==> src/wdtr_pkg.sv <==
// Package for the watchdog timeout and reset block.
// Assumes one system clock that also serves as the oscillator count clock.
package wdtr_pkg;

   // Register bus
   localparam int ADDR_W = 4;
   localparam int DATA_W = 8;
   localparam logic [3:0] ADR_WDOG_CTRL = 4'h0;
   localparam logic [3:0] ADR_CLK_CTRL = 4'h1;
   localparam logic [3:0] ADR_PWR_MODE = 4'h2;
   localparam logic [3:0] ADR_IRQ_EN = 4'h3;
   localparam logic [3:0] ADR_EXT_IRQ_EN = 4'h4;
   localparam logic [3:0] ADR_TIMED_ACC = 4'h5;
   localparam logic [3:0] ADR_EVT_STAT = 4'h6;
   localparam logic [3:0] ADR_EVT_MASK = 4'h7;

   // Field positions
   localparam int CTRL_RESTART_BIT = 0;
   localparam int CTRL_RST_EN_BIT = 1;
   localparam int CTRL_CAUSE_BIT = 2;
   localparam int CTRL_IRQF_BIT = 3;
   localparam int CLK_SEL_HI_BIT = 7;
   localparam int CLK_SEL_LO_BIT = 6;
   localparam int PWR_MULT_BIT = 3;
   localparam int PWR_CD_HI_BIT = 7;
   localparam int PWR_CD_LO_BIT = 6;
   localparam int IRQ_EN_GLOBAL_BIT = 7;
   localparam int EXT_EN_WDOG_BIT = 4;
   localparam int EVT_TIMEOUT_BIT = 0;
   localparam int EVT_RESET_BIT = 1;
   localparam int EVT_W = 2;

   // Values after reset
   localparam logic [7:0] CLK_CTRL_RST = 8'h00;
   localparam logic [7:0] PWR_MODE_RST = 8'h80;
   localparam logic [7:0] IRQ_EN_RST = 8'h00;
   localparam logic [7:0] EXT_IRQ_EN_RST = 8'h00;

   // Timed access key and window
   localparam logic [7:0] TA_KEY1 = 8'hAA;
   localparam logic [7:0] TA_KEY2 = 8'h55;
   localparam logic [1:0] TA_WINDOW = 2'h3;

   // Timeout exponents
   localparam int EXP_BASE_DOC = 15;
   localparam int EXP_SEL_STEP = 3;
   localparam logic [5:0] EXP_ADJ_MUL1 = 6'h00;
   localparam logic [5:0] EXP_ADJ_MUL0 = 6'h01;
   localparam logic [5:0] EXP_ADJ_MID = 6'h02;
   localparam logic [5:0] EXP_ADJ_SLOW = 6'h0A;
   localparam int EXP_MAX_SPAN = 19;

   // Reset delay after timeout, in system clocks
   localparam int RST_DLY_CLKS = 512;
   localparam int RST_CNT_W = 10;
   localparam logic [9:0] RST_DLY_LOAD = 10'(RST_DLY_CLKS - 1);

   // Vector of the watchdog service routine
   localparam logic [7:0] WDOG_VECTOR = 8'h63;

   typedef struct packed {
      logic [1:0] sel;
      logic [1:0] cd;
      logic mult;
   } wdtr_cfg_t;

   typedef enum logic [1:0] {
      TA_IDLE = 2'b00,
      TA_ARMED = 2'b01,
      TA_OPEN = 2'b10
   } wdtr_ta_t;

endpackage

==> src/wdtr_top.sv <==
// Watchdog timer with timeout interrupt and delayed CPU reset.
// Assumes all inputs synchronous to CORE_CLK_I; NRST_I is the power-on reset.
`timescale 1ns/1ps
`default_nettype none

module wdtr_top
   import wdtr_pkg::*;
#(
   parameter int CNT_W = 35,
   parameter int EXP_BASE = EXP_BASE_DOC
) (
   // Clock and reset
   input wire logic CORE_CLK_I,
   input wire logic NRST_I,
   // Register port
   input wire logic [ADDR_W-1:0] ADDR_I,
   input wire logic [DATA_W-1:0] WDATA_I,
   input wire logic WR_I,
   input wire logic RD_I,
   output logic [DATA_W-1:0] RDATA_O,
   // CPU side
   output logic WDOG_IRQ_O,
   output logic [7:0] IRQ_VECTOR_O,
   output logic WAKE_O,
   output logic CPU_RST_O,
   // Event interrupt
   output logic IRQ_O
);

   // Counter must hold the longest timeout mask, refused at elaboration
   if (EXP_BASE < 1 || EXP_BASE + EXP_MAX_SPAN >= CNT_W || CNT_W > 63) begin : g_bad_cnt_w
      $error("wdtr_top: CNT_W too small for EXP_BASE");
   end

   localparam logic [5:0] BASE6 = 6'(EXP_BASE);
   localparam logic [5:0] STEP6 = 6'(EXP_SEL_STEP);

   function automatic logic [5:0] timeout_exp(input wdtr_cfg_t c);
      logic [5:0] adj;
      adj = EXP_ADJ_MID;
      if (c.cd == 2'b00) begin
         adj = c.mult ? EXP_ADJ_MUL1 : EXP_ADJ_MUL0;
      end else if (c.cd == 2'b11) begin
         adj = EXP_ADJ_SLOW;
      end
      return 6'(BASE6 + STEP6 * {4'h0, c.sel} + adj);
   endfunction

   // Register state
   logic [7:0] clk_ctrl_ff;
   logic [7:0] pwr_mode_ff;
   logic [7:0] irq_en_ff;
   logic [7:0] ext_irq_en_ff;
   logic rst_en_ff;
   logic irq_flag_ff;
   logic cause_flag_ff;
   logic [EVT_W-1:0] evt_stat_ff;
   logic [EVT_W-1:0] evt_mask_ff;
   logic [DATA_W-1:0] rdata_ff;
   wdtr_ta_t ta_state_ff;
   logic [1:0] ta_win_ff;
   // Counter state
   logic [CNT_W-1:0] cnt_ff;
   logic rst_pend_ff;
   logic [RST_CNT_W-1:0] rst_cnt_ff;
   logic cpu_rst_ff;
   logic [7:0] vector_ff;

   // Decoding
   wire wr_ctrl = WR_I && (ADDR_I == ADR_WDOG_CTRL);
   wire wr_clk = WR_I && (ADDR_I == ADR_CLK_CTRL);
   wire wr_pwr = WR_I && (ADDR_I == ADR_PWR_MODE);
   wire wr_ie = WR_I && (ADDR_I == ADR_IRQ_EN);
   wire wr_eie = WR_I && (ADDR_I == ADR_EXT_IRQ_EN);
   wire wr_ta = WR_I && (ADDR_I == ADR_TIMED_ACC);
   wire wr_stat = WR_I && (ADDR_I == ADR_EVT_STAT);
   wire wr_mask = WR_I && (ADDR_I == ADR_EVT_MASK);
   wire ta_open = (ta_state_ff == TA_OPEN);
   wire prot_wr = wr_ctrl && ta_open;
   wire restart = prot_wr && WDATA_I[CTRL_RESTART_BIT];

   // Timeout selection
   wdtr_cfg_t cfg;
   // One driver for the whole struct, so no field is driven apart
   assign cfg = '{sel: {clk_ctrl_ff[CLK_SEL_HI_BIT], clk_ctrl_ff[CLK_SEL_LO_BIT]},
      cd: {pwr_mode_ff[PWR_CD_HI_BIT], pwr_mode_ff[PWR_CD_LO_BIT]},
      mult: pwr_mode_ff[PWR_MULT_BIT]};
   wire [5:0] exp_sel = timeout_exp(cfg);
   wire [CNT_W-1:0] tc_mask = ~({CNT_W{1'b1}} << exp_sel);
   wire timeout = (cnt_ff == tc_mask);
   wire rst_fire = rst_pend_ff && (rst_cnt_ff == '0) && rst_en_ff;
   wire rst_done = rst_pend_ff && (rst_cnt_ff == '0);

   // Next values
   wire [CNT_W-1:0] nxt_cnt = (restart || timeout) ? '0 : CNT_W'(cnt_ff + 1'b1);
   wire nxt_irq_flag = timeout ? 1'b1 :
      ((prot_wr || wr_ctrl) && !WDATA_I[CTRL_IRQF_BIT]) ? 1'b0 : irq_flag_ff;
   wire nxt_cause_flag = rst_fire ? 1'b1 :
      (wr_ctrl && !WDATA_I[CTRL_CAUSE_BIT]) ? 1'b0 : cause_flag_ff;
   wire nxt_rst_en = prot_wr ? WDATA_I[CTRL_RST_EN_BIT] : rst_en_ff;
   wire nxt_rst_pend = timeout ? 1'b1 : (restart || rst_done) ? 1'b0 : rst_pend_ff;
   wire [RST_CNT_W-1:0] nxt_rst_cnt = timeout ? RST_DLY_LOAD :
      (rst_pend_ff ? RST_CNT_W'(rst_cnt_ff - 1'b1) : rst_cnt_ff);
   wire [EVT_W-1:0] evt_in = {rst_fire, timeout};
   wire [EVT_W-1:0] nxt_evt_stat =
      evt_in | (evt_stat_ff & ~(wr_stat ? WDATA_I[EVT_W-1:0] : {EVT_W{1'b0}}));

   // Timed access sequencer
   wdtr_ta_t nxt_ta_state;
   logic [1:0] nxt_ta_win;
   always_comb begin
      nxt_ta_state = ta_state_ff;
      nxt_ta_win = ta_win_ff;
      case (ta_state_ff)
         TA_IDLE: begin
            if (wr_ta && WDATA_I == TA_KEY1) begin
               nxt_ta_state = TA_ARMED;
            end
         end
         TA_ARMED: begin
            if (wr_ta && WDATA_I == TA_KEY2) begin
               nxt_ta_state = TA_OPEN;
               nxt_ta_win = TA_WINDOW;
            end else if (WR_I) begin
               nxt_ta_state = TA_IDLE;
            end
         end
         TA_OPEN: begin
            nxt_ta_win = 2'(ta_win_ff - 1'b1);
            if (ta_win_ff == 2'h1) begin
               nxt_ta_state = TA_IDLE;
            end
         end
         default: begin
            nxt_ta_state = TA_IDLE;
         end
      endcase
   end

   // Read selection
   wire [7:0] ctrl_rd = {4'h0, irq_flag_ff, cause_flag_ff, rst_en_ff, 1'b0};
   wire [7:0] ta_rd = {6'h00, ta_state_ff};
   wire [7:0] nxt_rdata = !RD_I ? 8'h00 :
      (ADDR_I == ADR_WDOG_CTRL) ? ctrl_rd :
      (ADDR_I == ADR_CLK_CTRL) ? clk_ctrl_ff :
      (ADDR_I == ADR_PWR_MODE) ? pwr_mode_ff :
      (ADDR_I == ADR_IRQ_EN) ? irq_en_ff :
      (ADDR_I == ADR_EXT_IRQ_EN) ? ext_irq_en_ff :
      (ADDR_I == ADR_TIMED_ACC) ? ta_rd :
      (ADDR_I == ADR_EVT_STAT) ? {6'h00, evt_stat_ff} :
      (ADDR_I == ADR_EVT_MASK) ? {6'h00, evt_mask_ff} : 8'h00;

   // Configuration registers
   always_ff @(posedge CORE_CLK_I or negedge NRST_I) begin
      if (!NRST_I) begin
         clk_ctrl_ff <= CLK_CTRL_RST;
         pwr_mode_ff <= PWR_MODE_RST;
         irq_en_ff <= IRQ_EN_RST;
         ext_irq_en_ff <= EXT_IRQ_EN_RST;
         evt_mask_ff <= '0;
      end else begin
         if (wr_clk) clk_ctrl_ff <= WDATA_I;
         if (wr_pwr) pwr_mode_ff <= WDATA_I;
         if (wr_ie) irq_en_ff <= WDATA_I;
         if (wr_eie) ext_irq_en_ff <= WDATA_I;
         if (wr_mask) evt_mask_ff <= WDATA_I[EVT_W-1:0];
      end
   end

   // Flags, timed access and read data
   always_ff @(posedge CORE_CLK_I or negedge NRST_I) begin
      if (!NRST_I) begin
         rst_en_ff <= 1'b0;
         irq_flag_ff <= 1'b0;
         cause_flag_ff <= 1'b0;
         evt_stat_ff <= '0;
         ta_state_ff <= TA_IDLE;
         ta_win_ff <= 2'h0;
         rdata_ff <= 8'h00;
      end else begin
         rst_en_ff <= nxt_rst_en;
         irq_flag_ff <= nxt_irq_flag;
         cause_flag_ff <= nxt_cause_flag;
         evt_stat_ff <= nxt_evt_stat;
         ta_state_ff <= nxt_ta_state;
         ta_win_ff <= nxt_ta_win;
         rdata_ff <= nxt_rdata;
      end
   end

   // Counter chain and reset countdown; the CPU reset pulse does not reset this block
   always_ff @(posedge CORE_CLK_I or negedge NRST_I) begin
      if (!NRST_I) begin
         cnt_ff <= '0;
         rst_pend_ff <= 1'b0;
         rst_cnt_ff <= '0;
         cpu_rst_ff <= 1'b0;
         vector_ff <= 8'h00;
      end else begin
         cnt_ff <= nxt_cnt;
         rst_pend_ff <= nxt_rst_pend;
         rst_cnt_ff <= nxt_rst_cnt;
         cpu_rst_ff <= rst_fire;
         vector_ff <= WDOG_VECTOR;
      end
   end

   // Outputs
   assign RDATA_O = rdata_ff;
   assign WDOG_IRQ_O = irq_flag_ff && ext_irq_en_ff[EXT_EN_WDOG_BIT]
      && irq_en_ff[IRQ_EN_GLOBAL_BIT];
   assign IRQ_VECTOR_O = vector_ff;
   assign WAKE_O = irq_flag_ff && ext_irq_en_ff[EXT_EN_WDOG_BIT];
   assign CPU_RST_O = cpu_rst_ff;
   assign IRQ_O = |(evt_stat_ff & evt_mask_ff);

endmodule

`default_nettype wire

==> config.mk <==
export PLATFORM = sky130hd
export DESIGN_NAME = wdtr_top
export DESIGN_NICKNAME = d
export VERILOG_FILES = /design/src/wdtr_pkg.sv /design/src/wdtr_top.sv
export SDC_FILE = /design/constraint.sdc
export NUM_CORES = 1
export LEC_CHECK = 0
export BUFFER_PORTS_ARGS = -buffer_cell sky130_fd_sc_hd__buf_4
export CAP_MARGIN = 25
export CORE_AREA = 2 2 160 84
export DETAILED_ROUTE_END_ITERATION = 8
export DIE_AREA = 0 0 162 86
export GPL_ROUTABILITY_DRIVEN = 0
export PLACE_DENSITY = 0.66
export SKIP_LAST_GASP = 1
export SLEW_MARGIN = 20
export SYNTH_ARGS = -nofsm -noshare
export SYNTH_HDL_FRONTEND = slang
export SYNTH_SLANG_ARGS = --single-unit
==> constraint.sdc <==
create_clock -name CORE_CLK_I -period 5.5 [get_ports CORE_CLK_I]
set_clock_uncertainty 0.2 [all_clocks]
set_input_delay 0.825 -clock CORE_CLK_I [delete_from_list [all_inputs] [get_ports CORE_CLK_I]]
set_output_delay 0.825 -clock CORE_CLK_I [all_outputs]
set_load 0.01 [all_outputs]
==> results of run 1 <==
[flip-flops by register name, summed over array words and instances, names as in the netlist]
name           count
CPU_RST_O          1
IRQ_VECTOR_O       1
RDATA_O            8
cause_flag_ff      1
clk_ctrl_ff        8
cnt_ff            35
evt_mask_ff        2
evt_stat_ff        2
ext_irq_en_ff      8
irq_en_ff          8
irq_flag_ff        1
pwr_mode_ff        8
rst_cnt_ff        10
rst_en_ff          1
rst_pend_ff        1
ta_state_ff        2
ta_win_ff          2
[worst register-to-register path: stages (launching register included)]
cell	delay (ns)
dfrtp_1	0.40
inv_1	0.10
ha_1	0.29
xnor2_1	0.24
xnor2_1	0.17
ha_1	0.25
inv_1	0.08
fa_1	0.39
buf_4	0.20
nor2b_1	0.20
a22o_1	0.45
nand4b_1	0.18
a21oi_1	0.07
or4_1	0.52
nor4_1	0.26
and4_4	0.65
nor3_1	0.15
[layout by cell type, fill, tap and decap left out, types with 6 or more instances in the layout]
cell type / n
mux2i_1: 8
a22o_1: 7
nor4b_1: 6
xnor2_1: 33
and3_1: 12
a21oi_1: 23
nor2_1: 46
nand2b_1: 16
buf_4: 38
dfrtp_1: 98
nand4_1: 7
a222oi_1: 6
ha_1: 11
nor4_1: 9
xor2_1: 13
o21ai_0: 20
nand3_1: 30
inv_1: 24
nor3_1: 43
nand2_1: 50
mux2_2: 38
clkbuf_16: 9
nor2b_1: 18
[cell type report]
type / instances / area (µm²)
multi-input combinational: 489 / 3343
timing repair buffer: 38 / 285.3
clock inverter: 7 / 93.84
tap: 170 / 212.7
sequential: 99 / 2479
clock buffer: 9 / 225.2
inverter: 25 / 93.84
fill: 1104 / 5677
[per-layer routing]
metal	vias up	global-route usage, %	share of wire, %
li1	2372	-	-
met2	286	30.83	37
met4	0	3.862	0.63
met1	2523	40.53	50
met5	-	0	0
met3	21	9.139	12
[power by group through the flow]
stage / registers [W] / clock network (W) / logic (W)
final: 0.000835 / 0.000666 / 0.00118
after floorplan: 0.000837 / 0 / 0.000816
after global placement: 0.000844 / 0 / 0.00110
after global routing: 0.000843 / 0.000707 / 0.00126
after detailed placement: 0.000849 / 0 / 0.00111
after CTS: 0.000835 / 0.000680 / 0.00111
[cell families after synthesis]
group	after synthesis	synth area share [%]
AO/OA/AOI/OAI	109	12.60
XOR/XNOR	47	6.984
adder cells (fa/ha/maj)	12	2.573
buffers and inverters	67	5.187
flip-flops	99	40.45
multiplexers	48	9.026
other	2	0.1226
AND/OR/NAND/NOR	268	23.06
[final timing paths]
kind | start | to | slack [ns] | depth (start not counted)
min in group CORE_CLK_I | ta_win_ff[0] | ta_win_ff[0] | 0.29 | 1
worst max register to register | clk_ctrl_ff[7] | cnt_ff[5] | 0.58 | 16
worst min-delay path | NRST_I | pwr_mode_ff[1] | 0.29 | 1
worst max-delay path | clk_ctrl_ff[7] | cnt_ff[5] | 0.58 | 16
worst min register to register | ta_win_ff[0] | ta_win_ff[0] | 0.29 | 1
max in group asynchronous | NRST_I | cnt_ff[31] | 3.73 | 2
[stage by stage]
stage	worst slack, ns	power, W	std cells
2_1_floorplan	1.335	0.001653	655
3_3_place_gp	0.7018	0.001940	821
3_5_place_dp	0.6861	0.001957	821
4_1_cts	0.6581	0.002629	837
5_1_grt	0.2908	0.002806	837
6_report	0.5789	0.002678	837
==> metrics.md, run 1 <==
| Metric | Value |
|---|---|
| CP endpoint kind | flip-flop |
| Final design utilization | 54.25% |
| Worst path arrival time | roughly 4.9 ns |
| Min cycle time layout | between 4 and 5 ns |
| #FFs+latches synth | 99 |
| CTS tree | done |
| Vias in the first global route | between 4000 and 5000 |
| # IOs | 36 |
| Post-synth top area share | around two fifths |
| # port buffers | 31 |
| Initial core utilization | 49.37% |
| Final worst-path cycle share | 89.47% |
| Post-CTS setup buffer count | 0 |
| Switching share of power | 41.83% |
| Area grow syn2layout | 9.884% |
| Die ar. | 0.01393 mm² |
| CP peak stage delay | 0.65 ns |
| Leak | 2.926 nW |
| Max Slew Vio Count | 0 |
| Pre-antenna DRT Iters | 6 |
| Row count | 29 |
| Die extent in y | 86 µm |
| Post-DP HPWL | 12.45 mm |
| Sequential fraction of the synthesis area | 40.45% |
| Layout cells sized above 1 | 16.19% |
| CP max-delay cell | and4_4 |
| Comb pwr share | 44.0% |
| Worst Path Buf+Inv | 3 |
| Setup violators final | 0 |
| Post-synth ARST share | 100.0% |
| Clk slew on worst S/H paths | 0.08 ns |
| Critical Path RT | 5.51 ns |
| Global route total overflow | 0 |
| Syn. warnings | 0 |
| Longest Clk Path Bufs | 2 |
| Post-CTS sizing | 0 |
| Max cap viols | 0 |
| Distinct cells, synth | between 70 and 80 |
| Reg power frac | a little under a third |
| Post-synth top area cell | dfrtp_1 |
| Pin slew with the least headroom to its limit | 0.9056 ns |
| RSZ-0062 raised after global routing | no |
| Core area | 0.01241 mm² |
| Worst setup SP type | flip-flop |
| CP Class | reg2reg |
| Largest net degree at the start of global routing | 53 |
| Drt wl/cell | 20.04 µm |
| Max_slew headroom | 38.77% |
| Area after DPL | 0.006414 mm² |
| Ant. Diodes | 0 |
| Top cells by area, synth | dfrtp_1, mux2_2, xnor2_1, nor3_1, nand2_1 |
| Vias/cell | 6.215 |
| Hold Vio Cnt, Final | 0 |
| CTS Hold Bufs | 0 |
| Setup TNS | 0 ns |
| GRT Total Usage | 24.93% |
| DR vias | 5202 |
| Post-synth top flop | dfrtp_1 |
| Crit-path leading delay family | simple AND/OR/NAND/NOR gates |
| Status | finished, final reports clean |
| Peak VDD IR | 0.2726 mV |
| Crit Path Max Fanout | 48 |
| Root buffer cell | clkbuf_16 |
| CP Cell Sequence | inv_1 -> ha_1 -> xnor2_1 -> xnor2_1 -> ha_1 -> inv_1 -> fa_1 -> buf_4 -> nor2b_1 -> a22o_1 -> nand4b_1 -> a21oi_1 -> or4_1 -> nor4_1 -> and4_4 -> nor3_1 |
| Drt initial violations | 620 |
| Fmax | 0.2032 GHz |
| Fin nets | 690 |
| Chip width | 162 µm |
| Final ANT Viol Nets | 0 |
| Sw power | 0.001120 W |
| Clock group share of total power | 24.9% |
| Most frequent cells after synthesis | dfrtp_1, nand2_1, nor2_1 |
| CTS Buf Count | 9 |
| Antenna violations before repair | 0 |
| Power Dens Cells | 397.8 mW/mm² |
| Cell internal pwr | around 0.0016 W |
| Worst hold path type | in2async |
| Post-route DRC violation count | 0 |
| Most frequent cell after synthesis | dfrtp_1 |
| Final WL | 16.77 mm |
| Number of synthesized flops with an enable pin | 0 |
| Latest clock arrival within the worst-skew pair | 0.36 ns |
| Clk sinks | 99 |
| Post-Syn Area | 0.006127 mm² |
| Final hold slack | 0.2876 ns |
| First-pass GRT wire length | 26.65 mm |
| Mean Syn Cell Area | 9.397 µm² |
| Syn Inst Count | about 650 |
| Final instance area | 0.006733 mm² |
| # H-tree levels | 3 |
Note: power is estimated with default switching activity, not from simulation.
==> run 2, diff against run 1 <==
--- a/config.mk
+++ b/config.mk
@@ -7,11 +7,13 @@
 export LEC_CHECK = 0
 export BUFFER_PORTS_ARGS = -buffer_cell sky130_fd_sc_hd__buf_4
 export CAP_MARGIN = 25
-export CORE_AREA = 2 2 160 84
+export CELL_PAD_IN_SITES_DETAIL_PLACEMENT = 2
+export CELL_PAD_IN_SITES_GLOBAL_PLACEMENT = 2
+export CORE_AREA = 2 2 181 94
 export DETAILED_ROUTE_END_ITERATION = 8
-export DIE_AREA = 0 0 162 86
+export DIE_AREA = 0 0 183 96
 export GPL_ROUTABILITY_DRIVEN = 0
-export PLACE_DENSITY = 0.66
+export PLACE_DENSITY_LB_ADDON = 0.1
 export SKIP_LAST_GASP = 1
 export SLEW_MARGIN = 20
 export SYNTH_ARGS = -nofsm -noshare
==> metrics.md, run 2 (synthesized netlist as in run 1, its figures left out) <==
| Metric | Value |
|---|---|
| Drt initial violations | 430 |
| # port buffers | 31 |
| Area grow syn2layout | 10.80% |
| Commonest cells after routing, fill and taps aside | dfrtp_1, nand2_1, nor2_1 |
| CP max-delay cell | a2111oi_1 |
| Longest Clk Path Bufs | 2 |
| Row count | 33 |
| Crit Path Max Fanout | 19 |
| Initial core utilization | about two fifths |
| Max Slew Vio Count | 0 |
| First-pass GRT wire length | 33.84 mm |
| Comb pwr share | 47.7% |
| Cell internal pwr | 0.001559 W |
| Fin nets | 695 |
| Top reg by flops | cnt_ff |
| Max reg flops | 35 |
| Peak VDD IR | 0.1771 mV |
| Min-delay src | ta_win_ff[0] |
| Clk slew on worst S/H paths | 0.07 ns |
| Drt wl/cell | 24.60 µm |
| Final ANT Viol Nets | 0 |
| CP peak stage delay | about 0.48 ns |
| CP endpoint kind | flip-flop |
| Final WL | 21.65 mm |
| Final hold slack | around 0.30 ns |
| # H-tree levels | 3 |
| Worst hold path type | reg2reg |
| Hold Vio Cnt, Final | 0 |
| Root buffer cell | clkbuf_16 |
| Antenna violations before repair | 0 |
| Critical Path RT | 5.51 ns |
| DR vias | roughly 5300 |
| Leak | around 2.9 nW |
| Switching share of power | 43.67% |
| CP Class | reg2reg |
| Layout cells sized above 1 | 16.72% |
| Final worst-path cycle share | 93.78% |
| Fmax | 0.1939 GHz |
| Status | finished, final reports clean |
| Largest net degree at the start of global routing | 59 |
| Pre-antenna DRT Iters | 5 |
| Clk sinks | 99 |
| GRT Total Usage | 25.93% |
| Ant. Diodes | 0 |
| Core area | 0.01602 mm² |
| Worst Hold Depth | 1 |
| Global route total overflow | 0 |
| Chip width | 183 µm |
| CTS tree | done |
| Worst path arrival time | between 5 and 6 ns |
| Largest registers | cnt_ff: 35 flops, rst_cnt_ff: 10 flops |
| Max cap viols | 0 |
| Post-DP HPWL | approximately 16 mm |
| WHS Endpoint | ta_win_ff[0] |
| Vias/cell | 6.048 |
| Setup TNS | 0 ns |
| Clock group share of total power | 21.9% |
| R2R Setup Slk | 0.34 ns |
| Latest clock arrival within the worst-skew pair | 0.36 ns |
| Vias in the first global route | roughly 5600 |
| Pin slew with the least headroom to its limit | between 0.9 and 1 ns |
| Fillers | 1735 |
| Worst setup SP type | flip-flop |
| # IOs | 36 |
| Die ar. | between 0.015 and 0.02 mm² |
| Final design utilization | 42.38% |
| Min cycle time layout | 5.158 ns |
| CTS Buf Count | 9 |
| Reg power frac | 30.4% |
| Max_slew headroom | approximately 36% |
| Setup violators final | 0 |
| Power Dens Cells | 407.6 mW/mm² |
| Commonest non-fill, non-tap cell in the layout | dfrtp_1 |
| Reg2reg path depth | 17 |
| Die extent in y | roughly 96 µm |
| Post-route DRC violation count | 0 |
| Crit Reg-Reg Endpoint | cnt_ff[17] |
| Post-CTS setup buffer count | 0 |
| Reg2Reg Launch Point | clk_ctrl_ff[7] |
| Sw power | 0.001208 W |
| RSZ-0062 raised after global routing | no |
| CP Cell Sequence | inv_1 -> ha_1 -> xnor2_1 -> xnor2_1 -> ha_1 -> inv_1 -> fa_2 -> nand2b_1 -> nor2_1 -> o21ai_0 -> a221o_1 -> a311o_1 -> a2111oi_1 -> buf_4 -> and4_4 -> buf_4 -> nor3_1 |
-- run 2: cell type report --
cell class	instances	area [µm²]	area share, %
Timing Repair Buffer	43	335.3	4.939
Tap cell	210	262.8	3.870
Inverter	25	93.84	1.382
Clock inverter	4	26.28	0.3870
Clock buffer	10	239.0	3.520
Multi-Input combinational cell	489	3353	49.39
Sequential cell	99	2479	36.51
-- run 2: through the flow --
stage | setup slack [ns] | cell area [µm²] | std cells | power, W
6_report | 0.3424 | 6789 | 880 | 0.002767
5_1_grt | 0.1051 | 6789 | 880 | 0.002886
4_1_cts | 0.1065 | 6778 | 880 | 0.002713
3_5_place_dp | 0.1438 | 6513 | 866 | 0.002093
3_3_place_gp | 0.2455 | 6513 | 866 | 0.002053
2_1_floorplan | 1.335 | 6138 | 655 | 0.001653
-- run 2: power by group through the flow --
stage          clock, W  combinational (W)  sequential, W
2_1_floorplan         0           0.000816       0.000837
3_3_place_gp          0            0.00121       0.000845
3_5_place_dp          0            0.00124       0.000853
4_1_cts        0.000626            0.00125       0.000840
5_1_grt        0.000646            0.00139       0.000849
6_report       0.000606            0.00132       0.000841
-- run 2: critical path, delay by kind of cell (launching register included) --
kind | cells | cell delay [ns]
AOI/OAI and AO/OA | 4 | 1.43
xor gates and xnor gates | 2 | 0.44
adders and majority gates | 3 | 1.02
buffers and inverters | 4 | 0.66
DFF | 1 | 0.42
and+or+nand+nor | 4 | 0.80
-- run 2: how the worst max path moves through the flow --
stage,startpoint,end,slack [ns],cells past startpoint
CTS,clk_ctrl_ff[7],cnt_ff[16],0.11,16
floorplan,clk_ctrl_ff[7],cnt_ff[10],1.33,18
detailed placement,clk_ctrl_ff[7],cnt_ff[17],0.14,16
global placement,clk_ctrl_ff[7],cnt_ff[16],0.25,16
finish,clk_ctrl_ff[7],cnt_ff[17],0.34,17
global route,clk_ctrl_ff[7],cnt_ff[17],0.11,16
-- run 2: timing repair --
action	CTS	global route
hold buffers	0	0
setup endpoints to repair	0	48
resized for setup	0	3
-- run 2: per-layer routing --
layer	wire length [µm]	share of wire (%)	vias to the layer above	GRT usage, %
li1	-	-	2367	-
met1	11460	53	2805	39.54
met2	8639	40	140	36.30
met3	1410	6.5	10	7.454
met4	143	0.66	0	4.267
met5	0	0	-	0
==> run 3, diff against run 2 <==
--- a/config.mk
+++ b/config.mk
@@ -5,13 +5,16 @@
 export SDC_FILE = /design/constraint.sdc
 export NUM_CORES = 1
 export LEC_CHECK = 0
+export ABC_AREA = 1
 export BUFFER_PORTS_ARGS = -buffer_cell sky130_fd_sc_hd__buf_4
 export CAP_MARGIN = 25
 export CELL_PAD_IN_SITES_DETAIL_PLACEMENT = 2
 export CELL_PAD_IN_SITES_GLOBAL_PLACEMENT = 2
-export CORE_AREA = 2 2 181 94
+export CORE_AREA = 2 2 194 101
+export CTS_CLUSTER_DIAMETER = 50
+export CTS_CLUSTER_SIZE = 14
 export DETAILED_ROUTE_END_ITERATION = 8
-export DIE_AREA = 0 0 183 96
+export DIE_AREA = 0 0 196 103
 export GPL_ROUTABILITY_DRIVEN = 0
 export PLACE_DENSITY_LB_ADDON = 0.1
 export SKIP_LAST_GASP = 1
==> metrics.md, run 3 <==
| Metric | Value |
|---|---|
| Status | finished, final reports clean |
| Largest registers | cnt_ff: 35 flops, rst_cnt_ff: 10 flops |
| Max reg flops | 35 |
| Number of synthesized flops with an enable pin | 0 |
| Vias in the first global route | around 6600 |
| Worst Path Buf+Inv | 3 |
| Most frequent cell after synthesis | nand2_1 |
| Post-Syn Area | 0.006362 mm² |
| Antenna violations before repair | 0 |
| Max_slew headroom | 46.94% |
| Row count | 36 |
| Post-DP HPWL | about 20 mm |
| Final ANT Viol Nets | 0 |
| Die ar. | roughly 0.020 mm² |
| Clk slew on worst S/H paths | 0.08 ns |
| Post-synth top area share | around two fifths |
| Clk sinks | 99 |
| CTS Buf Count | 9 |
| # H-tree levels | 3 |
| Critical Path RT | 5.54 ns |
| Final worst-path cycle share | 88.31% |
| CTS tree | done |
| Worst hold path type | in2async |
| Post-route DRC violation count | 0 |
| Leak | 3.497 nW |
| Dpl cells | 1170 |
| Commonest cells after routing, fill and taps aside | nand2_1, inv_1, nor2_1 |
| Crit Reg-Reg Endpoint | cnt_ff[25] |
| Min cycle time layout | 4.857 ns |
| # port buffers | 31 |
| GRT Total Usage | 26.63% |
| Drt wl/cell | about 21 µm |
| RSZ-0062 raised after global routing | no |
| Fillers | 2244 |
| Root buffer cell | clkbuf_16 |
| Pin slew with the least headroom to its limit | 0.7898 ns |
| DR vias | 6305 |
| Ant. Diodes | 0 |
| CP max-delay cell | dfrtp_1 |
| Reg2Reg Launch Point | clk_ctrl_ff[6] |
| Mean Syn Cell Area | 6.999 µm² |
| CP endpoint kind | flip-flop |
| Post-CTS sizing | 0 |
| Drt initial violations | 483 |
| Global route total overflow | 0 |
| R2R Setup Slk | ~0.64 ns |
| Final hold slack | between 0.2 and 0.3 ns |
| Syn. warnings | 0 |
| Power Dens Cells | 434.5 mW/mm² |
| CP Class | reg2reg |
| CP Depth | 23 |
| Final WL | 25.35 mm |
| Top cells by area, synth | dfrtp_1, nand2_1, inv_1, nand3_1, nor2_1 |
| Crit-path leading delay family | simple AND/OR/NAND/NOR gates |
| Core area | 0.01874 mm² |
| Commonest non-fill, non-tap cell in the layout | nand2_1 |
| Vias/cell | 5.316 |
| # IOs | 36 |
| Hold Vio Cnt, Final | 0 |
| Post-synth top area cell | dfrtp_1 |
| Top reg by flops | cnt_ff |
| Setup violators final | 0 |
| First-pass GRT wire length | 39.72 mm |
| Setup TNS | 0 ns |
| Largest net degree at the start of global routing | 58 |
| Max cap viols | 0 |
| Max Slew Vio Count | 0 |
| Fin nets | 962 |
| Fmax | 0.2059 GHz |
| CP peak stage delay | 0.48 ns |
| Distinct cells, synth | 43 |
| Post-CTS setup buffer count | 0 |
| Tot Pwr | 0.003075 W |
| Sequential fraction of the synthesis area | 38.96% |
| Worst setup SP type | flip-flop |
| Most frequent cells after synthesis | nand2_1, inv_1, nor2_1 |
| Worst path arrival time | between 4 and 5 ns |
| Post-synth ARST share | 100.0% |
| Pre-antenna DRT Iters | 5 |
| Non-Filler Instances | 1186 |
| Crit Path Max Fanout | 30 |
| Peak VDD IR | approximately 0.20 mV |
| Final instance area | just over 0.007 mm² |
| Most frequent CP cell | nand2_1 |
| CTS Hold Bufs | 0 |
| Longest Clk Path Bufs | 2 |
| CP Cell Sequence | ha_1 -> inv_1 -> nand2_1 -> nand3_1 -> nand2_1 -> ha_1 -> inv_1 -> fa_1 -> inv_1 -> nand2_1 -> nand2_1 -> nand2_4 -> nand2_1 -> nor2_1 -> nand2_1 -> nand2_1 -> nand2_1 -> nor3_2 -> nand3_1 -> nor2_2 -> nand2_2 -> nand2_4 -> nor2_1 |
| Area grow syn2layout | 11.23% |
| Post-synth top flop | dfrtp_1 |
| Area after DPL | 0.006779 mm² |
| Chip width | between 150 and 200 µm |
| Latest clock arrival within the worst-skew pair | 0.37 ns |
| Reg2reg path depth | 23 |
| #FFs+latches synth | 99 |
| Syn Inst Count | 909 |
| Initial core utilization | roughly 34% |
| Worst setup path start | clk_ctrl_ff[6] |
| Layout cells sized above 1 | 8.733% |
| Die extent in y | 103 µm |
run 3: changes by cell type after synthesis, sizes merged, moves of 27 or more:
cell   change
o21ai     +36
mux2      -38
nor2      +77
inv       +94
xnor2     -27
nand3     +58
nand2    +224
run 3: worst max-delay path by stage:
stage                       to
finish              cnt_ff[25]
floorplan           cnt_ff[34]
global placement    cnt_ff[32]
CTS                 cnt_ff[20]
global route        cnt_ff[33]
detailed placement  cnt_ff[25]
run 3: cells by family (layout without fill, tap and decap cells):
| family | after synthesis | after routing | synth area share (%) |
|---|---|---|---|
| and+or+nand+nor | 539 | 539 | 37.11 |
| buffers and inverters | 140 | 167 | 9.282 |
| DFF | 99 | 99 | 38.96 |
| AOI/OAI and AO/OA | 85 | 85 | 7.650 |
| xor gates and xnor gates | 32 | 32 | 4.405 |
| adders and majority gates | 12 | 12 | 2.478 |
| other | 2 | 5 | 0.1180 |
run 3: layout make-up:
cell class	count	area (µm²)	area share (%)
Multi-Input combinational cell	673	3304	46.69
Tap cell	247	309.0	4.367
Inverter	119	446.7	6.312
Clock buffer	11	252.7	3.571
Clock inverter	5	45.04	0.6365
Sequential cell	99	2479	35.02
Timing Repair Buffer	32	240.2	3.395
run 3: power breakdown:
group          total, W  internal [W]  leakage, nW  switching (W)
registers      0.000903      0.000816         1.25      0.0000868
clock network  0.000661      0.000339        0.144       0.000322
logic           0.00151      0.000404         2.10        0.00111
total           0.00307       0.00156         3.50        0.00152
run 3: metal layers:
layer / routed length (µm) / global-route usage (%) / vias to the layer above
met1: 13860 / 41.89 / 3199
li1: - / - / 2947
met4: 259 / 5.303 / 0
met5: 0 / 0 / -
met2: 9574 / 35.53 / 137
met3: 1652 / 7.033 / 22
run 3: through the flow:
step / setup slack, ns / utilization, %
3_3_place_gp: 0.8716 / 36.18
4_1_cts: 0.6376 / 37.77
2_1_floorplan: 1.978 / -
6_report: 0.6429 / 37.77
3_5_place_dp: 0.6607 / 36.18
5_1_grt: 0.2281 / 37.77
run 3: worst register-to-register path: stages, from the launching register on:
cell,delay (ns)
dfrtp_1,0.48
ha_1,0.38
inv_1,0.09
nand2_1,0.08
nand3_1,0.15
nand2_1,0.10
ha_1,0.23
inv_1,0.07
fa_1,0.21
inv_1,0.09
nand2_1,0.11
nand2_1,0.10
nand2_4,0.22
nand2_1,0.26
nor2_1,0.40
nand2_1,0.09
nand2_1,0.13
nand2_1,0.11
nor3_2,0.14
nand3_1,0.15
nor2_2,0.17
nand2_2,0.21
nand2_4,0.40
nor2_1,0.15
